--- src/core/cslt_pkg.sv ---
// Shared constants and types for the converter serial link transmitter.
// Assumes a single 200 MHz sample clock and byte-wide register access.
package cslt_pkg;
  // Register offsets
  localparam logic [7:0] REG_QUICK_CFG = 8'h5e;
  localparam logic [7:0] REG_LINK_CTL1 = 8'h60;
  localparam logic [7:0] REG_LINK_CTL2 = 8'h61;
  localparam logic [7:0] REG_SCR_LANE = 8'h6e;
  localparam logic [7:0] REG_LINK_STAT = 8'h6f;
  // Reset values
  localparam logic [7:0] QUICK_CFG_RST = 8'h00;
  localparam logic [7:0] LINK_CTL1_RST = 8'h00;
  localparam logic [7:0] LINK_CTL2_RST = 8'h00;
  localparam logic [7:0] SCR_LANE_RST = 8'h00;
  localparam logic [14:0] SCR_SEED_RST = 15'h0000;
  // Field positions
  localparam int CTL1_TAIL_BIT = 6;
  localparam int CTL1_ILAS_HI = 3;
  localparam int CTL1_ILAS_LO = 2;
  localparam int CTL2_CMOS_BIT = 4;
  localparam int SCR_EN_BIT = 7;
  localparam int QUICK_MODE_HI = 1;
  // Link and lane configurations in the quick configuration field
  localparam logic [1:0] MODE_TWO_LINK = 2'h0;
  localparam logic [1:0] MODE_ONE_LINK = 2'h1;
  localparam logic [1:0] MODE_ONE_LANE = 2'h2;
  // Octets per frame, frames per multiframe and alignment multiframes less one; sync low cycles
  localparam logic [1:0] F_LAST_DUAL = 2'h1;
  localparam logic [1:0] F_LAST_SINGLE = 2'h3;
  localparam logic [3:0] K_LAST_TWO_LANE = 4'hf;
  localparam logic [3:0] K_LAST_ONE_LANE = 4'h7;
  localparam logic [2:0] ILAS_MF_LAST = 3'h3;
  localparam logic [1:0] SYNC_LOW_MIN = 2'h2;
  // Control characters
  localparam logic [7:0] K28_0 = 8'h1c;
  localparam logic [7:0] K28_3 = 8'h7c;
  localparam logic [7:0] K28_5 = 8'hbc;
  localparam logic [7:0] K28_7 = 8'hfc;

  typedef enum logic [1:0] {CSLT_CGS, CSLT_ILAS, CSLT_DATA} cslt_link_t;

  typedef struct packed {
    logic ovr_b;
    logic [13:0] smp_b;
    logic ovr_a;
    logic [13:0] smp_a;
  } cslt_pair_t;
endpackage

--- src/core/cslt_enc8b10b.sv ---
// Combinational 8b/10b encoder for one lane; bit 9 of the code is sent first.
// Assumes the caller registers the code and the running disparity.
`timescale 1ns/100ps
`default_nettype none
module cslt_enc8b10b (
  input wire logic [7:0] oct,
  input wire logic is_k,
  input wire logic rd_in,
  output logic [9:0] code,
  output logic rd_out
);
  logic [5:0] c6;
  logic [3:0] c4;
  logic [3:0] k4;
  logic rd_mid;
  logic alt;

  always_comb
  begin
    case (oct[4:0])
      5'h00: c6 = 6'b100111;  5'h01: c6 = 6'b011101;  5'h02: c6 = 6'b101101;
      5'h03: c6 = 6'b110001;  5'h04: c6 = 6'b110101;  5'h05: c6 = 6'b101001;
      5'h06: c6 = 6'b011001;  5'h07: c6 = 6'b111000;  5'h08: c6 = 6'b111001;
      5'h09: c6 = 6'b100101;  5'h0a: c6 = 6'b010101;  5'h0b: c6 = 6'b110100;
      5'h0c: c6 = 6'b001101;  5'h0d: c6 = 6'b101100;  5'h0e: c6 = 6'b011100;
      5'h0f: c6 = 6'b010111;  5'h10: c6 = 6'b011011;  5'h11: c6 = 6'b100011;
      5'h12: c6 = 6'b010011;  5'h13: c6 = 6'b110010;  5'h14: c6 = 6'b001011;
      5'h15: c6 = 6'b101010;  5'h16: c6 = 6'b011010;  5'h17: c6 = 6'b111010;
      5'h18: c6 = 6'b110011;  5'h19: c6 = 6'b100110;  5'h1a: c6 = 6'b010110;
      5'h1b: c6 = 6'b110110;  5'h1c: c6 = 6'b001110;  5'h1d: c6 = 6'b101110;
      5'h1e: c6 = 6'b011110;  default: c6 = 6'b101011;
    endcase
    case (oct[7:5])
      3'h0: c4 = 4'b1011;  3'h1: c4 = 4'b1001;  3'h2: c4 = 4'b0101;  3'h3: c4 = 4'b1100;
      3'h4: c4 = 4'b1101;  3'h5: c4 = 4'b1010;  3'h6: c4 = 4'b0110;  default: c4 = 4'b1110;
    endcase
    // Only K28.y is ever sent as a control symbol, so one column suffices
    case (oct[7:5])
      3'h0: k4 = 4'b0100;  3'h1: k4 = 4'b1001;  3'h2: k4 = 4'b0101;  3'h3: k4 = 4'b0011;
      3'h4: k4 = 4'b0010;  3'h5: k4 = 4'b1010;  3'h6: k4 = 4'b0110;  default: k4 = 4'b1000;
    endcase
    rd_mid = rd_in ^ ($countones(c6) != 3);
    if (rd_in && (($countones(c6) != 3) || (oct[4:0] == 5'h07)))
      c6 = ~c6;
    // Alternate D.x.7 keeps the run length of five within bounds
    alt = (oct[7:5] == 3'h7) &&
      ((!rd_mid && (oct[4:0] == 5'h11 || oct[4:0] == 5'h12 || oct[4:0] == 5'h14)) ||
       (rd_mid && (oct[4:0] == 5'h0b || oct[4:0] == 5'h0d || oct[4:0] == 5'h0e)));
    if (alt)
      c4 = 4'b0111;
    if (rd_mid && (($countones(c4) != 2) || (oct[7:5] == 3'h3)))
      c4 = ~c4;
    if (is_k)
      code = rd_in ? ~{6'b001111, k4} : {6'b001111, k4};
    else
      code = {c6, c4};
    rd_out = rd_in ^ ($countones(code) != 5);
  end
endmodule
`default_nettype wire

--- src/core/cslt_tx.sv ---
// Transmit side of a two-lane converter serial link: framing, scrambling,
// alignment characters and 8b/10b coding. Assumes sync inputs already
// synchronous to clk and a serializer that shifts each code out bit 9 first.
// Functional notes
// - Sample bits 13:6 form octet one; bits 5:0 plus two tail bits octet two.
// - Link control one bit 6 lets the upper tail bit flag out of range.
// - Scramble octets only while scrambler enable bit 7 of 0x6e is set.
// - Scrambler is self-synchronising with polynomial 1 + x^14 + x^15.
// - Every octet becomes one 10-bit 8b/10b symbol.
// - Sync request low two cycles starts K28.5 comma stream until released.
// - On release run lane alignment if enabled by 0x60 bits 3:2, then data.
// - First symbol after the commas is the first octet of a frame.
// - Sync input is differential unless link_control_two bit 4 selects CMOS.
// - Unscrambled repeated frame end becomes K28.7, or K28.3 at multiframe end with lane sync.
// - Scrambled multiframe end equal to 0x7c becomes K28.3 with lane sync.
// - Scrambled frame end equal to 0xfc becomes K28.7 when not multiframe end.
// - Default: two links, one converter and lane each, F=2, fourteen bit samples.
// - Single lane mode: both converters on lane A, F=4, K=8, A first.
// - Single link mode: two lanes, K=16, both driven from link A sync.
// - Quick configuration register quick_link_config selects the link configuration.
// - Each link has its own sync request and synchronisation state.
// - Control bits 0 or 1 per sample, no control words, no dense packing.
// - Each 10-bit symbol is sent most significant bit first.
`timescale 1ns/100ps
`default_nettype none
module cslt_tx (
  input wire logic clk,
  input wire logic nrst,
  input wire logic [7:0] reg_addr,
  input wire logic reg_wr,
  input wire logic [7:0] reg_wdata,
  output logic [7:0] reg_rdata,
  input wire logic in_valid,
  input wire cslt_pkg::cslt_pair_t in_pair,
  output logic in_ready,
  input wire logic [1:0] lane_sync_request_diff,
  input wire logic [1:0] lane_sync_request_cmos,
  output logic [1:0][9:0] lane_sym,
  output logic sym_valid,
  input wire logic sym_ready
);
  typedef struct packed {
    cslt_pkg::cslt_pair_t [1:0] buf_q;
    logic [1:0] buf_cnt;
    logic in_rdy;
    logic [7:0] quick;
    logic [7:0] ctl1;
    logic [7:0] ctl2;
    logic [7:0] scr_cfg;
    logic [7:0] rdata;
    cslt_pkg::cslt_link_t [1:0] lst;
    logic [1:0][1:0] low_cnt;
    logic [1:0][3:0] fcnt;
    logic [1:0][2:0] mfcnt;
    logic [1:0] oidx;
    logic [1:0][14:0] scrambler_on;
    logic [1:0][7:0] last_oct;
    logic [1:0] rd;
    logic [1:0][9:0] sym;
    logic sym_vld;
  } cslt_state_t;

  localparam cslt_state_t ST_RST = '{quick: cslt_pkg::QUICK_CFG_RST,
    ctl1: cslt_pkg::LINK_CTL1_RST, ctl2: cslt_pkg::LINK_CTL2_RST,
    scr_cfg: cslt_pkg::SCR_LANE_RST,
    scrambler_on: {2{cslt_pkg::SCR_SEED_RST}}, default: '0};

  cslt_state_t s_reg;
  cslt_state_t s_next;
  logic [1:0] mode;
  logic one_lane;
  logic lanesync;
  logic scr_on;
  logic [1:0] f_lastidx;
  logic f_last;
  logic [3:0] kmax;
  logic go;
  logic [1:0] sync_sel;
  logic [9:0] l_code [2];
  logic l_rd [2];
  logic [7:0] l_oct [2];
  logic l_k [2];
  logic [14:0] l_scr [2];
  logic [7:0] l_raw [2];
  logic l_data [2];

  // Scrambler shifts in its own output bits, so the receiver self-synchronises
  function automatic logic [22:0] scramble_octet(input logic [7:0] d, input logic [14:0] st);
    logic [14:0] x;
    logic [7:0] o;
    x = st;
    o = '0;
    for (int i = 7; i >= 0; i--)
    begin
      o[i] = d[i] ^ x[14] ^ x[13];
      x = {x[13:0], o[i]};
    end
    return {o, x};
  endfunction

  assign mode = s_reg.quick[cslt_pkg::QUICK_MODE_HI:0];
  assign one_lane = (mode == cslt_pkg::MODE_ONE_LANE);
  assign lanesync = |s_reg.ctl1[cslt_pkg::CTL1_ILAS_HI:cslt_pkg::CTL1_ILAS_LO];
  assign scr_on = s_reg.scr_cfg[cslt_pkg::SCR_EN_BIT];
  assign f_lastidx = one_lane ? cslt_pkg::F_LAST_SINGLE : cslt_pkg::F_LAST_DUAL;
  assign f_last = (s_reg.oidx == f_lastidx);
  assign kmax = one_lane ? cslt_pkg::K_LAST_ONE_LANE : cslt_pkg::K_LAST_TWO_LANE;
  // A frame cannot start without a sample, so an empty buffer stalls the lanes
  assign go = (!s_reg.sym_vld || sym_ready) && (s_reg.oidx != 2'h0 || s_reg.buf_cnt != 2'h0);
  assign sync_sel = s_reg.ctl2[cslt_pkg::CTL2_CMOS_BIT] ? lane_sync_request_cmos
    : lane_sync_request_diff;

  for (genvar l = 0; l < 2; l++)
  begin : g_lane
    cslt_pkg::cslt_link_t st;
    cslt_pkg::cslt_pair_t pr;
    logic [3:0] fc;
    logic [2:0] mc;
    logic half_b;
    logic [13:0] smp;
    logic ovr;
    logic mf_end;
    logic [22:0] sv;

    always_comb
    begin
      // Lane B follows link A in single link mode and idles in single lane mode
      st = (l == 0 || mode != cslt_pkg::MODE_TWO_LINK) ? s_reg.lst[0] : s_reg.lst[1];
      fc = (l == 0 || mode != cslt_pkg::MODE_TWO_LINK) ? s_reg.fcnt[0] : s_reg.fcnt[1];
      mc = (l == 0 || mode != cslt_pkg::MODE_TWO_LINK) ? s_reg.mfcnt[0] : s_reg.mfcnt[1];
      if (l == 1 && one_lane)
        st = cslt_pkg::CSLT_CGS;
      pr = s_reg.buf_q[0];
      half_b = one_lane ? s_reg.oidx[1] : (l == 1);
      smp = half_b ? pr.smp_b : pr.smp_a;
      ovr = half_b ? pr.ovr_b : pr.ovr_a;
      // Upper tail bit carries out of range only when enabled; lower is zero
      l_raw[l] = s_reg.oidx[0] ? {smp[5:0], s_reg.ctl1[cslt_pkg::CTL1_TAIL_BIT] & ovr, 1'b0}
        : smp[13:6];
      mf_end = lanesync && f_last && (fc == kmax);
      sv = scramble_octet(l_raw[l], s_reg.scrambler_on[l]);
      l_oct[l] = l_raw[l];
      l_k[l] = 1'b0;
      l_scr[l] = s_reg.scrambler_on[l];
      l_data[l] = 1'b0;
      case (st)
        cslt_pkg::CSLT_CGS:
        begin
          l_oct[l] = cslt_pkg::K28_5;
          l_k[l] = 1'b1;
        end
        cslt_pkg::CSLT_ILAS:
        begin
          l_k[l] = 1'b1;
          if (fc == 4'h0 && s_reg.oidx == 2'h0)
            l_oct[l] = cslt_pkg::K28_0;
          else if (f_last && fc == kmax)
            l_oct[l] = cslt_pkg::K28_3;
          else
          begin
            l_k[l] = 1'b0;
            l_oct[l] = {mc[1:0], fc, s_reg.oidx};
          end
        end
        default:
        begin
          l_data[l] = 1'b1;
          if (scr_on)
          begin
            l_oct[l] = sv[22:15];
            l_scr[l] = sv[14:0];
            if (mf_end && sv[22:15] == cslt_pkg::K28_3)
              l_k[l] = 1'b1;
            else if (f_last && !mf_end && sv[22:15] == cslt_pkg::K28_7)
              l_k[l] = 1'b1;
          end
          else if (f_last && l_raw[l] == s_reg.last_oct[l])
          begin
            l_k[l] = 1'b1;
            l_oct[l] = mf_end ? cslt_pkg::K28_3 : cslt_pkg::K28_7;
          end
        end
      endcase
    end

    cslt_enc8b10b u_enc (
      .oct(l_oct[l]),
      .is_k(l_k[l]),
      .rd_in(s_reg.rd[l]),
      .code(l_code[l]),
      .rd_out(l_rd[l])
    );
  end

  always_comb
  begin
    logic pop;
    logic push;
    logic [1:0] cnt_mid;
    logic rel;
    s_next = s_reg;
    rel = 1'b0;
    pop = go && f_last;
    push = in_valid && s_reg.in_rdy;
    // Two-entry buffer: a stalled serializer holds words here, never drops them
    cnt_mid = s_reg.buf_cnt - {1'b0, pop};
    if (pop)
      s_next.buf_q[0] = s_reg.buf_q[1];
    if (push)
      s_next.buf_q[cnt_mid[0]] = in_pair;
    s_next.buf_cnt = cnt_mid + {1'b0, push};
    s_next.in_rdy = (s_next.buf_cnt != 2'h2);
    if (reg_wr)
    begin
      if (reg_addr == cslt_pkg::REG_QUICK_CFG)
        s_next.quick = reg_wdata;
      else if (reg_addr == cslt_pkg::REG_LINK_CTL1)
        s_next.ctl1 = reg_wdata;
      else if (reg_addr == cslt_pkg::REG_LINK_CTL2)
        s_next.ctl2 = reg_wdata;
      else if (reg_addr == cslt_pkg::REG_SCR_LANE)
        s_next.scr_cfg = reg_wdata;
    end
    if (reg_addr == cslt_pkg::REG_QUICK_CFG)
      s_next.rdata = s_reg.quick;
    else if (reg_addr == cslt_pkg::REG_LINK_CTL1)
      s_next.rdata = s_reg.ctl1;
    else if (reg_addr == cslt_pkg::REG_LINK_CTL2)
      s_next.rdata = s_reg.ctl2;
    else if (reg_addr == cslt_pkg::REG_SCR_LANE)
      s_next.rdata = s_reg.scr_cfg;
    else if (reg_addr == cslt_pkg::REG_LINK_STAT)
      s_next.rdata = {2'h0, s_reg.buf_cnt, 2'(s_reg.lst[1]), 2'(s_reg.lst[0])};
    else
      s_next.rdata = 8'h00;

    // Each link keeps its own sync filter and state
    for (int k = 0; k < 2; k++)
    begin
      rel = sync_sel[k];
      s_next.low_cnt[k] = rel ? 2'h0
        : (s_reg.low_cnt[k] == cslt_pkg::SYNC_LOW_MIN ? s_reg.low_cnt[k] : s_reg.low_cnt[k] + 2'h1);
      if (!rel && s_next.low_cnt[k] == cslt_pkg::SYNC_LOW_MIN)
      begin
        s_next.lst[k] = cslt_pkg::CSLT_CGS;
        s_next.fcnt[k] = 4'h0;
        s_next.mfcnt[k] = 3'h0;
      end
      else if (go && f_last)
      begin
        // State changes land on a frame boundary so the next octet starts a frame
        case (s_reg.lst[k])
          cslt_pkg::CSLT_CGS:
            if (rel)
              s_next.lst[k] = lanesync ? cslt_pkg::CSLT_ILAS : cslt_pkg::CSLT_DATA;
          cslt_pkg::CSLT_ILAS:
          begin
            s_next.fcnt[k] = (s_reg.fcnt[k] == kmax) ? 4'h0 : s_reg.fcnt[k] + 4'h1;
            if (s_reg.fcnt[k] == kmax)
            begin
              s_next.mfcnt[k] = s_reg.mfcnt[k] + 3'h1;
              if (s_reg.mfcnt[k] == cslt_pkg::ILAS_MF_LAST)
                s_next.lst[k] = cslt_pkg::CSLT_DATA;
            end
          end
          default:
            s_next.fcnt[k] = (s_reg.fcnt[k] == kmax) ? 4'h0 : s_reg.fcnt[k] + 4'h1;
        endcase
      end
    end

    if (go)
    begin
      for (int l = 0; l < 2; l++)
      begin
        s_next.sym[l] = l_code[l];
        s_next.rd[l] = l_rd[l];
        if (l_data[l] && scr_on)
          s_next.scrambler_on[l] = l_scr[l];
        if (l_data[l] && f_last)
          s_next.last_oct[l] = l_raw[l];
      end
      s_next.sym_vld = 1'b1;
      s_next.oidx = f_last ? 2'h0 : s_reg.oidx + 2'h1;
    end
    else if (sym_ready)
      s_next.sym_vld = 1'b0;
  end

  always_ff @(posedge clk)
  begin
    if (!nrst)
      s_reg <= ST_RST;
    else
      s_reg <= s_next;
  end

  assign reg_rdata = s_reg.rdata;
  assign in_ready = s_reg.in_rdy;
  assign lane_sym = s_reg.sym;
  assign sym_valid = s_reg.sym_vld;

  localparam logic [9:0] SYM_K285_NEG = 10'h0fa;
  localparam logic [9:0] SYM_K285_POS = 10'h305;
endmodule
`default_nettype wire

--- config.mk ---
export PLATFORM = sky130hd
export DESIGN_NAME = cslt_tx
export DESIGN_NICKNAME = d
export VERILOG_FILES = /design/src/core/cslt_pkg.sv /design/src/core/cslt_enc8b10b.sv /design/src/core/cslt_tx.sv
export SDC_FILE = /design/constraint.sdc
export NUM_CORES = 1
export LEC_CHECK = 0
export BUFFER_PORTS_ARGS = -buffer_cell sky130_fd_sc_hd__clkbuf_2
export CAP_MARGIN = 20
export CORE_UTILIZATION = 45
export DETAILED_ROUTE_END_ITERATION = 8
export GPL_TIMING_DRIVEN = 0
export SLEW_MARGIN = 20
export SYNTH_ARGS = -nofsm -noshare
export SYNTH_HDL_FRONTEND = slang
export SYNTH_SLANG_ARGS = --single-unit
--- constraint.sdc ---
create_clock -name clk -period 24.5 [get_ports clk]
set_clock_uncertainty 0.2 [all_clocks]
set_input_delay 1.225 -clock clk [delete_from_list [all_inputs] [get_ports clk]]
set_output_delay 1.225 -clock clk [all_outputs]
set_load 0.01 [all_outputs]
==> impl_results.md, run 1 <==
* Status: finished, final reports clean
* Setup TNS Final at 0 ns
* Asr flop ratio synth at 0%
* Post-synthesis net count at 1655
* Part of the power in registers at 24.9%
* Die X at 170 um
* Fin crit share at 55.6%
* Setup crit start kind: register
* Die area at 28800 um2
* Cell internal pwr at 0.000858 W
* R2r setup slk at 10.87 ns
* Dpl cells at 1986
* Top_reg_cell synth: dfxtp_1
* Gr ovfl total at 0
* Top-count cell post-synth: nand2_1
* Cells after synthesis at 1524
* Finished Layout Cells at 2018
* DRT Wirelength at 35400 um
* Post-CTS sizing at 0
* Final WS setup at 10.87 ns
* Levels on crit path at 48
* CTS buffer count at 17
* Worst path top cell family by delay: adder cells
* Most frequent cells after synthesis: nand2_1 (205), dfxtp_1 (196), nor2_1 (183)
* CTS tree: built
* Combinational fraction of design power at 56.4%
* Largest net degree at the start of global routing at 22
* Worst setup EP type: register
* Core box area at 27700 um2
* Slowest CP cell: o21ai_0
* WP data arrival at 13.75 ns
* Count of cell types in the netlist at 98
* WHS at 0.255 ns
* Initial drt markers at 887
* Worst-Margin Slew at 1.06 ns
* Share of the synthesized area in the top cell type at 31.0%
* Reg2reg start: mode[1]
* Final Critical Period at 13.63 ns
* Tightest Hold Check Type: reg2reg
* Sw frac at 45.2%
* Worst vdd ir at 0.0532 mV
* Clock share of power at 18.7%
* Overall power at 0.00156 W
* Layout net count at 1758
* Crit path from: mode[1]
* Clock sink count at 196
* CP bufs+invs at 7
* Mapped cell area at 12700 um2
* Post-synthesis sequential area ratio at 31.0%
* H-tree depth at 4
* First-pass GRT wire length at 56300 um
* Clk slew on worst S/H paths at 0.09 ns
* Lkg Pwr at 5.52 nW
* Crit Path Max Fanout at 10
* Setup violations, final at 0
* Hold buffers post-CTS at 0
* Hpwl dp at 27000 um
* Flip-flop count of the largest register after layout at 111
* MaxCap Viol Count at 0
* CP max stage delay at 0.55 ns
* CTS root buffer: clkbuf_16
* Die Span Y at 170 um
* Relative slew slack at 29.0%
* Via Count at 11282
* DRT antenna net count at 0
* Pwr dens at 110 nW/um2
* Synth top area cells: dfxtp_1 (31%), mux2i_1 (8.0%), nand2_1 (6.1%)
* Hold path depth at 2
* Setup CP Type: reg2reg
* R2R cell count at 48
* Pre-CTS setup slack at 11.11 ns
* Fmax at 73.4 MHz
* Vias in the first global route at 10538
* Initial antenna violation count at 0
* I/O Buffers at 84
* Clock latency on the worst-skew pair at 0.45 ns
* Final Wtd Congestion at 0.949
* Initial Util at 45.7%
* Setup Fix Bufs, Post-CTS at 0
* Hold Fails Final Rpt at 0
* Vias per cell at 5.59
* Cell Rows at 61
* Yosys warnings at 0
* Area leader, netlist: dfxtp_1
* Layout cells sized above 1 at 13.0%
* Longest Clk Path Bufs at 2
* Critical Path Sink: s_reg[21]
* Yosys reg bits at 196
* GRT Util Overall at 25.0%
* 1st-pass router iterations at 5
* Post-Synthesis Mean Instance Area at 8.32 um2
* Critical path required time at 24.62 ns
* Unrepaired setup endpoints after global routing: no
* Diodes inserted at 0
* WL/cell at 17.6 um
* Num ports at 85
* Area grow syn2layout at 11.9%
* Number of flops mapped to enable cells by yosys at 0
* Pins Over Slew Limit at 0
* DRC at 0
* Sw power at 0.000706 W
* Worst reg2reg path endpoint: s_reg[21]
[logic make-up after synthesis]
family | after synthesis | share of synthesized area (%)
mux | 121 | 10.4
buf+inv | 186 | 6.73
compound gates | 327 | 18.5
fa+ha+maj | 76 | 8.57
flops | 196 | 31.0
xor+xnor | 96 | 6.81
simple gates | 522 | 17.9
[power groups by stage]
stage | logic, W | registers [W] | clock network, W
3_3_place_gp | 0.000864 | 0.000395 | 0
2_1_floorplan | 0.000672 | 0.000384 | 0
4_1_cts | 0.000886 | 0.000389 | 0.000298
6_report | 0.000882 | 0.000390 | 0.000293
3_5_place_dp | 0.000881 | 0.000397 | 0
5_1_grt | 0.000999 | 0.000394 | 0.000309
[final cells by class]
cell class              instances  area (um2)
plain buffers                 111         572
clock buffers                  18         439
clock inverters                14         174
fillers                      2771       13500
inverters                      75         282
multi-input cells            1142        7900
flip-flops and latches        196        3920
well taps                     378         473
repair buffers                 84         420
[tightest hold or removal path, stage by stage, from the launching register on]
cell,delay [ns]
dfxtp_1,0.31
nand2_1,0.05
a21oi_1,0.05
[how the worst min path moves through the flow]
stage,start,end
floorplan,g_lane[1].sv[8],g_lane[1].sv[8]
global placement,g_lane[1].sv[11],s_reg[65]
detailed placement,g_lane[0].sv[10],s_reg[49]
CTS,g_lane[1].sv[12],s_reg[66]
global route,g_lane[1].sv[10],g_lane[1].sv[10]
finish,g_lane[0].sv[10],s_reg[49]
[cells in the final DEF, fill, tap and decap left out, drive strengths merged, types with 9 or more instances in the layout]
| cell | count |
|---|---|
| a211oi | 17 |
| a21oi | 97 |
| a22oi | 13 |
| a311oi | 32 |
| a31oi | 24 |
| and2 | 9 |
| and3 | 13 |
| buf | 48 |
| clkbuf | 165 |
| dfxtp | 196 |
| fa | 18 |
| ha | 58 |
| inv | 82 |
| mux2 | 13 |
| mux2i | 101 |
| nand2 | 207 |
| nand2b | 9 |
| nand3 | 41 |
| nor2 | 184 |
| nor3 | 14 |
| o211ai | 10 |
| o21a | 9 |
| o21ai | 44 |
| xnor2 | 63 |
| xor2 | 33 |
[layer usage]
layer  vias to the layer above  track usage [%]  routed length [um]  share of wire, %
li1                       5515                -                   -                 -
met1                      5340             33.2               16100                46
met2                       362             41.1               16400                46
met3                        65             4.51                1990               5.6
met4                         0             7.99                 886               2.5
met5                         -                0                   0                 0
[stage by stage]
step                utilization [%]  cell area, um2
detailed placement             49.0           13600
CTS                            51.2           14200
global route                   51.2           14200
global placement               49.0           13600
floorplan                         -           12700
finish                         51.2           14200
Power figures use the tool's default switching activity.
==> run 2, diff against run 1 <==
==> constraint.sdc (replaced) <==
create_clock -name clk -period 12.7 [get_ports clk]
set_clock_uncertainty 0.2 [all_clocks]
set_input_delay 0.635 -clock clk [delete_from_list [all_inputs] [get_ports clk]]
set_output_delay 0.635 -clock clk [all_outputs]
set_load 0.01 [all_outputs]
==> run 2 against run 1 <==
  * Clock power rose by 92%
  * Maximum frequency up 13%
  * Non-clock buffer count rose by 8
  * Sequential share of layout area fell by 0.34 points
  * First-iteration DRC count down 4.3%
  * Cell count increased by 0.40%
  * Critical path depth up 1
  * Combinational power up 100%
  * Die area unchanged
  * Total power rose by 97%
==> impl_results.md, run 2 (synthesized netlist as in run 1, its figures left out) <==
* Setup CP Type: reg2reg
* Slowest CP cell: fa_1
* Reg2reg start: mode[0]
* Clk slew on worst S/H paths at 0.09 ns (about the same)
* Die X at 170 um (unchanged)
* Initial antenna violation count at 0 (unchanged)
* Relative slew slack at 30.9% (+1.9 points)
* Setup violations, final at 0 (unchanged)
* Multi-input gate area at 8010 um2 (+1.5%)
* Die area at 28800 um2 (unchanged)
* Final Critical Period at 12.09 ns (-1.54 ns)
* Tightest Hold Check Type: in2reg
* Clock sink count at 196 (unchanged)
* Hold path depth at 3 (+1)
* GRT Util Overall at 25.0% (about the same)
* Crit Path Max Fanout at 10 (unchanged)
* Post-route cell area at 14400 um2 (+1.3%)
* Pins Over Slew Limit at 0 (unchanged)
* Num ports at 85 (unchanged)
* I/O Buffers at 84 (unchanged)
* Dpl cells at 1986 (unchanged)
* Setup crit start kind: register
* DRC at 0 (unchanged)
* Worst reg2reg path endpoint: s_reg[21]
* Commonest cells after routing, fill and taps aside: nand2_1 (205), dfxtp_1 (195), nor2_1 (182)
* Largest net degree at the start of global routing at 22 (unchanged)
* Worst hold path endpoint: s_reg[193]
* Diodes inserted at 0 (unchanged)
* Flip-flop count of the largest register after layout at 111 (unchanged)
* H-tree depth at 4 (unchanged)
* Die Span Y at 170 um (unchanged)
* Clock latency on the worst-skew pair at 0.45 ns (about the same)
* WL/cell at 17.6 um (+0.50%)
* CTS tree: built
* Most used cell, CP: fa_1
* Core box area at 27700 um2 (unchanged)
* Via Count at 11330 (+0.43%)
* Layout cells sized above 1 at 14.9% (+1.9 points)
* Layout net count at 1766 (+0.46%)
* Vias in the first global route at 10550 (+0.11%)
* Hpwl dp at 27000 um (unchanged)
* R2r setup slk at 0.61 ns (-10.26 ns)
* Hold Fails Final Rpt at 0 (unchanged)
* MaxCap Viol Count at 0 (unchanged)
* Hold buffers post-CTS at 0 (unchanged)
* Fin crit share at 95.2% (+40 points)
* Final Wtd Congestion at 0.949 (unchanged)
* Cell Rows at 61 (unchanged)
* Finished Layout Cells at 2026 (+0.40%)
* Worst-Margin Slew at 1.03 ns (-0.0287 ns)
* Hold path startpoint: in_pair[27]
* Gr ovfl total at 0 (unchanged)
* CTS root buffer: clkbuf_16
* R2R cell count at 49 (+2.1%)
* Worst setup EP type: register
* DP Area at 13600 um2 (unchanged)
* First-pass GRT wire length at 56400 um (about the same)
* Area grow syn2layout at 13.3%
* Fillcell total at 2747 (-0.87%)
* 1st-pass router iterations at 6 (+1)
* Lkg Pwr at 5.58 nW (+1.1%)
* Fmax at 82.7 MHz (+13%)
* Initial drt markers at 849 (-4.3%)
* Unrepaired setup endpoints after global routing: yes
* Register area at 3930 um2 (about the same)
* DRT Wirelength at 35700 um (+0.89%)
* Critical path required time at 12.82 ns (-11.80 ns)
* Status: finished, final reports clean
* Vias per cell at 5.59 (about the same)
* Worst vdd ir at 0.102 mV (+92%)
* CTS buffer count at 17 (unchanged)
* WP data arrival at 12.22 ns (-1.53 ns)
* DRT antenna net count at 0 (unchanged)
* Longest Clk Path Bufs at 2 (unchanged)
* Initial Util at 45.7% (unchanged)
* Commonest non-fill, non-tap cell in the layout: nand2_1
* Pwr dens at 214 nW/um2 (+94%)
* CP max stage delay at 0.51 ns (-0.04 ns)
## run 2: report_power, final
part / switching (W) / internal (W) / total, W
Sequential: 0.0000599 / 0.000693 / 0.000753
Combinational: 0.00104 / 0.000720 / 0.00176
Clock: 0.000289 / 0.000274 / 0.000564
Total: 0.00139 / 0.00169 / 0.00308
## run 2: per-stage QoR
stage	worst slack (ns)	utilization (%)	power [W]	TNS, ns	hold WS, ns
after floorplan	1.16	-	0.00204	0	0.232
after global placement	-0.700	49.0	0.00243	-0.700	0.240
after detailed placement	-0.694	49.0	0.00246	-0.694	0.246
after CTS	0.0377	51.3	0.00304	0	0.220
after global routing	-0.0486	51.8	0.00335	-0.0486	0.236
final	0.607	51.8	0.00308	0	0.234
## run 2: what timing repair did
action                     in CTS  in global routing
pin swaps                       2                  2
gates resized for setup         5                 24
buffers inserted                2                  6
setup endpoints to repair       1                  2
cloned                          0                  0
## run 2: worst max-delay path: cells and delay by family, from the launching register on
kind	cells	cell delay, ns
AO/OA/AOI/OAI	10	2.08
buffers and inverters	9	1.22
AND/OR/NAND/NOR	9	1.70
XOR/XNOR	4	0.66
multiplexers	4	1.09
adder cells (fa/ha/maj)	13	4.69
flip-flops	1	0.33
## run 2: cell type report
class                           instances  share of cell area, %
Clock buffer                           18                   3.06
Buffer                                111                   3.98
Inverter                               75                   1.99
Sequential cell                       196                   27.3
Clock inverter                         14                   1.21
Timing Repair Buffer                   92                   3.35
Tap cell                              378                   3.29
Multi-Input combinational cell       1142                   55.8
## run 2: how the worst max path moves through the flow
stage,start,end,slack [ns],depth (start not counted)
after floorplan,mode[0],s_reg[21],1.16,47
after global placement,mode[1],s_reg[21],-0.70,46
after detailed placement,mode[1],s_reg[21],-0.69,46
after CTS,mode[1],s_reg[21],0.04,44
after global routing,mode[0],s_reg[21],-0.05,51
final,mode[0],s_reg[21],0.61,49
## run 2: layer usage
metal  wire [um]  part of all wire (%)  vias up  track usage [%]
li1            -                     -     5534                -
met1       16200                    45     5339             33.2
met2       16500                    46      385             40.9
met3        2110                   5.9       72             4.40
met4         945                   2.6        0             8.50
met5           0                     0        -                0
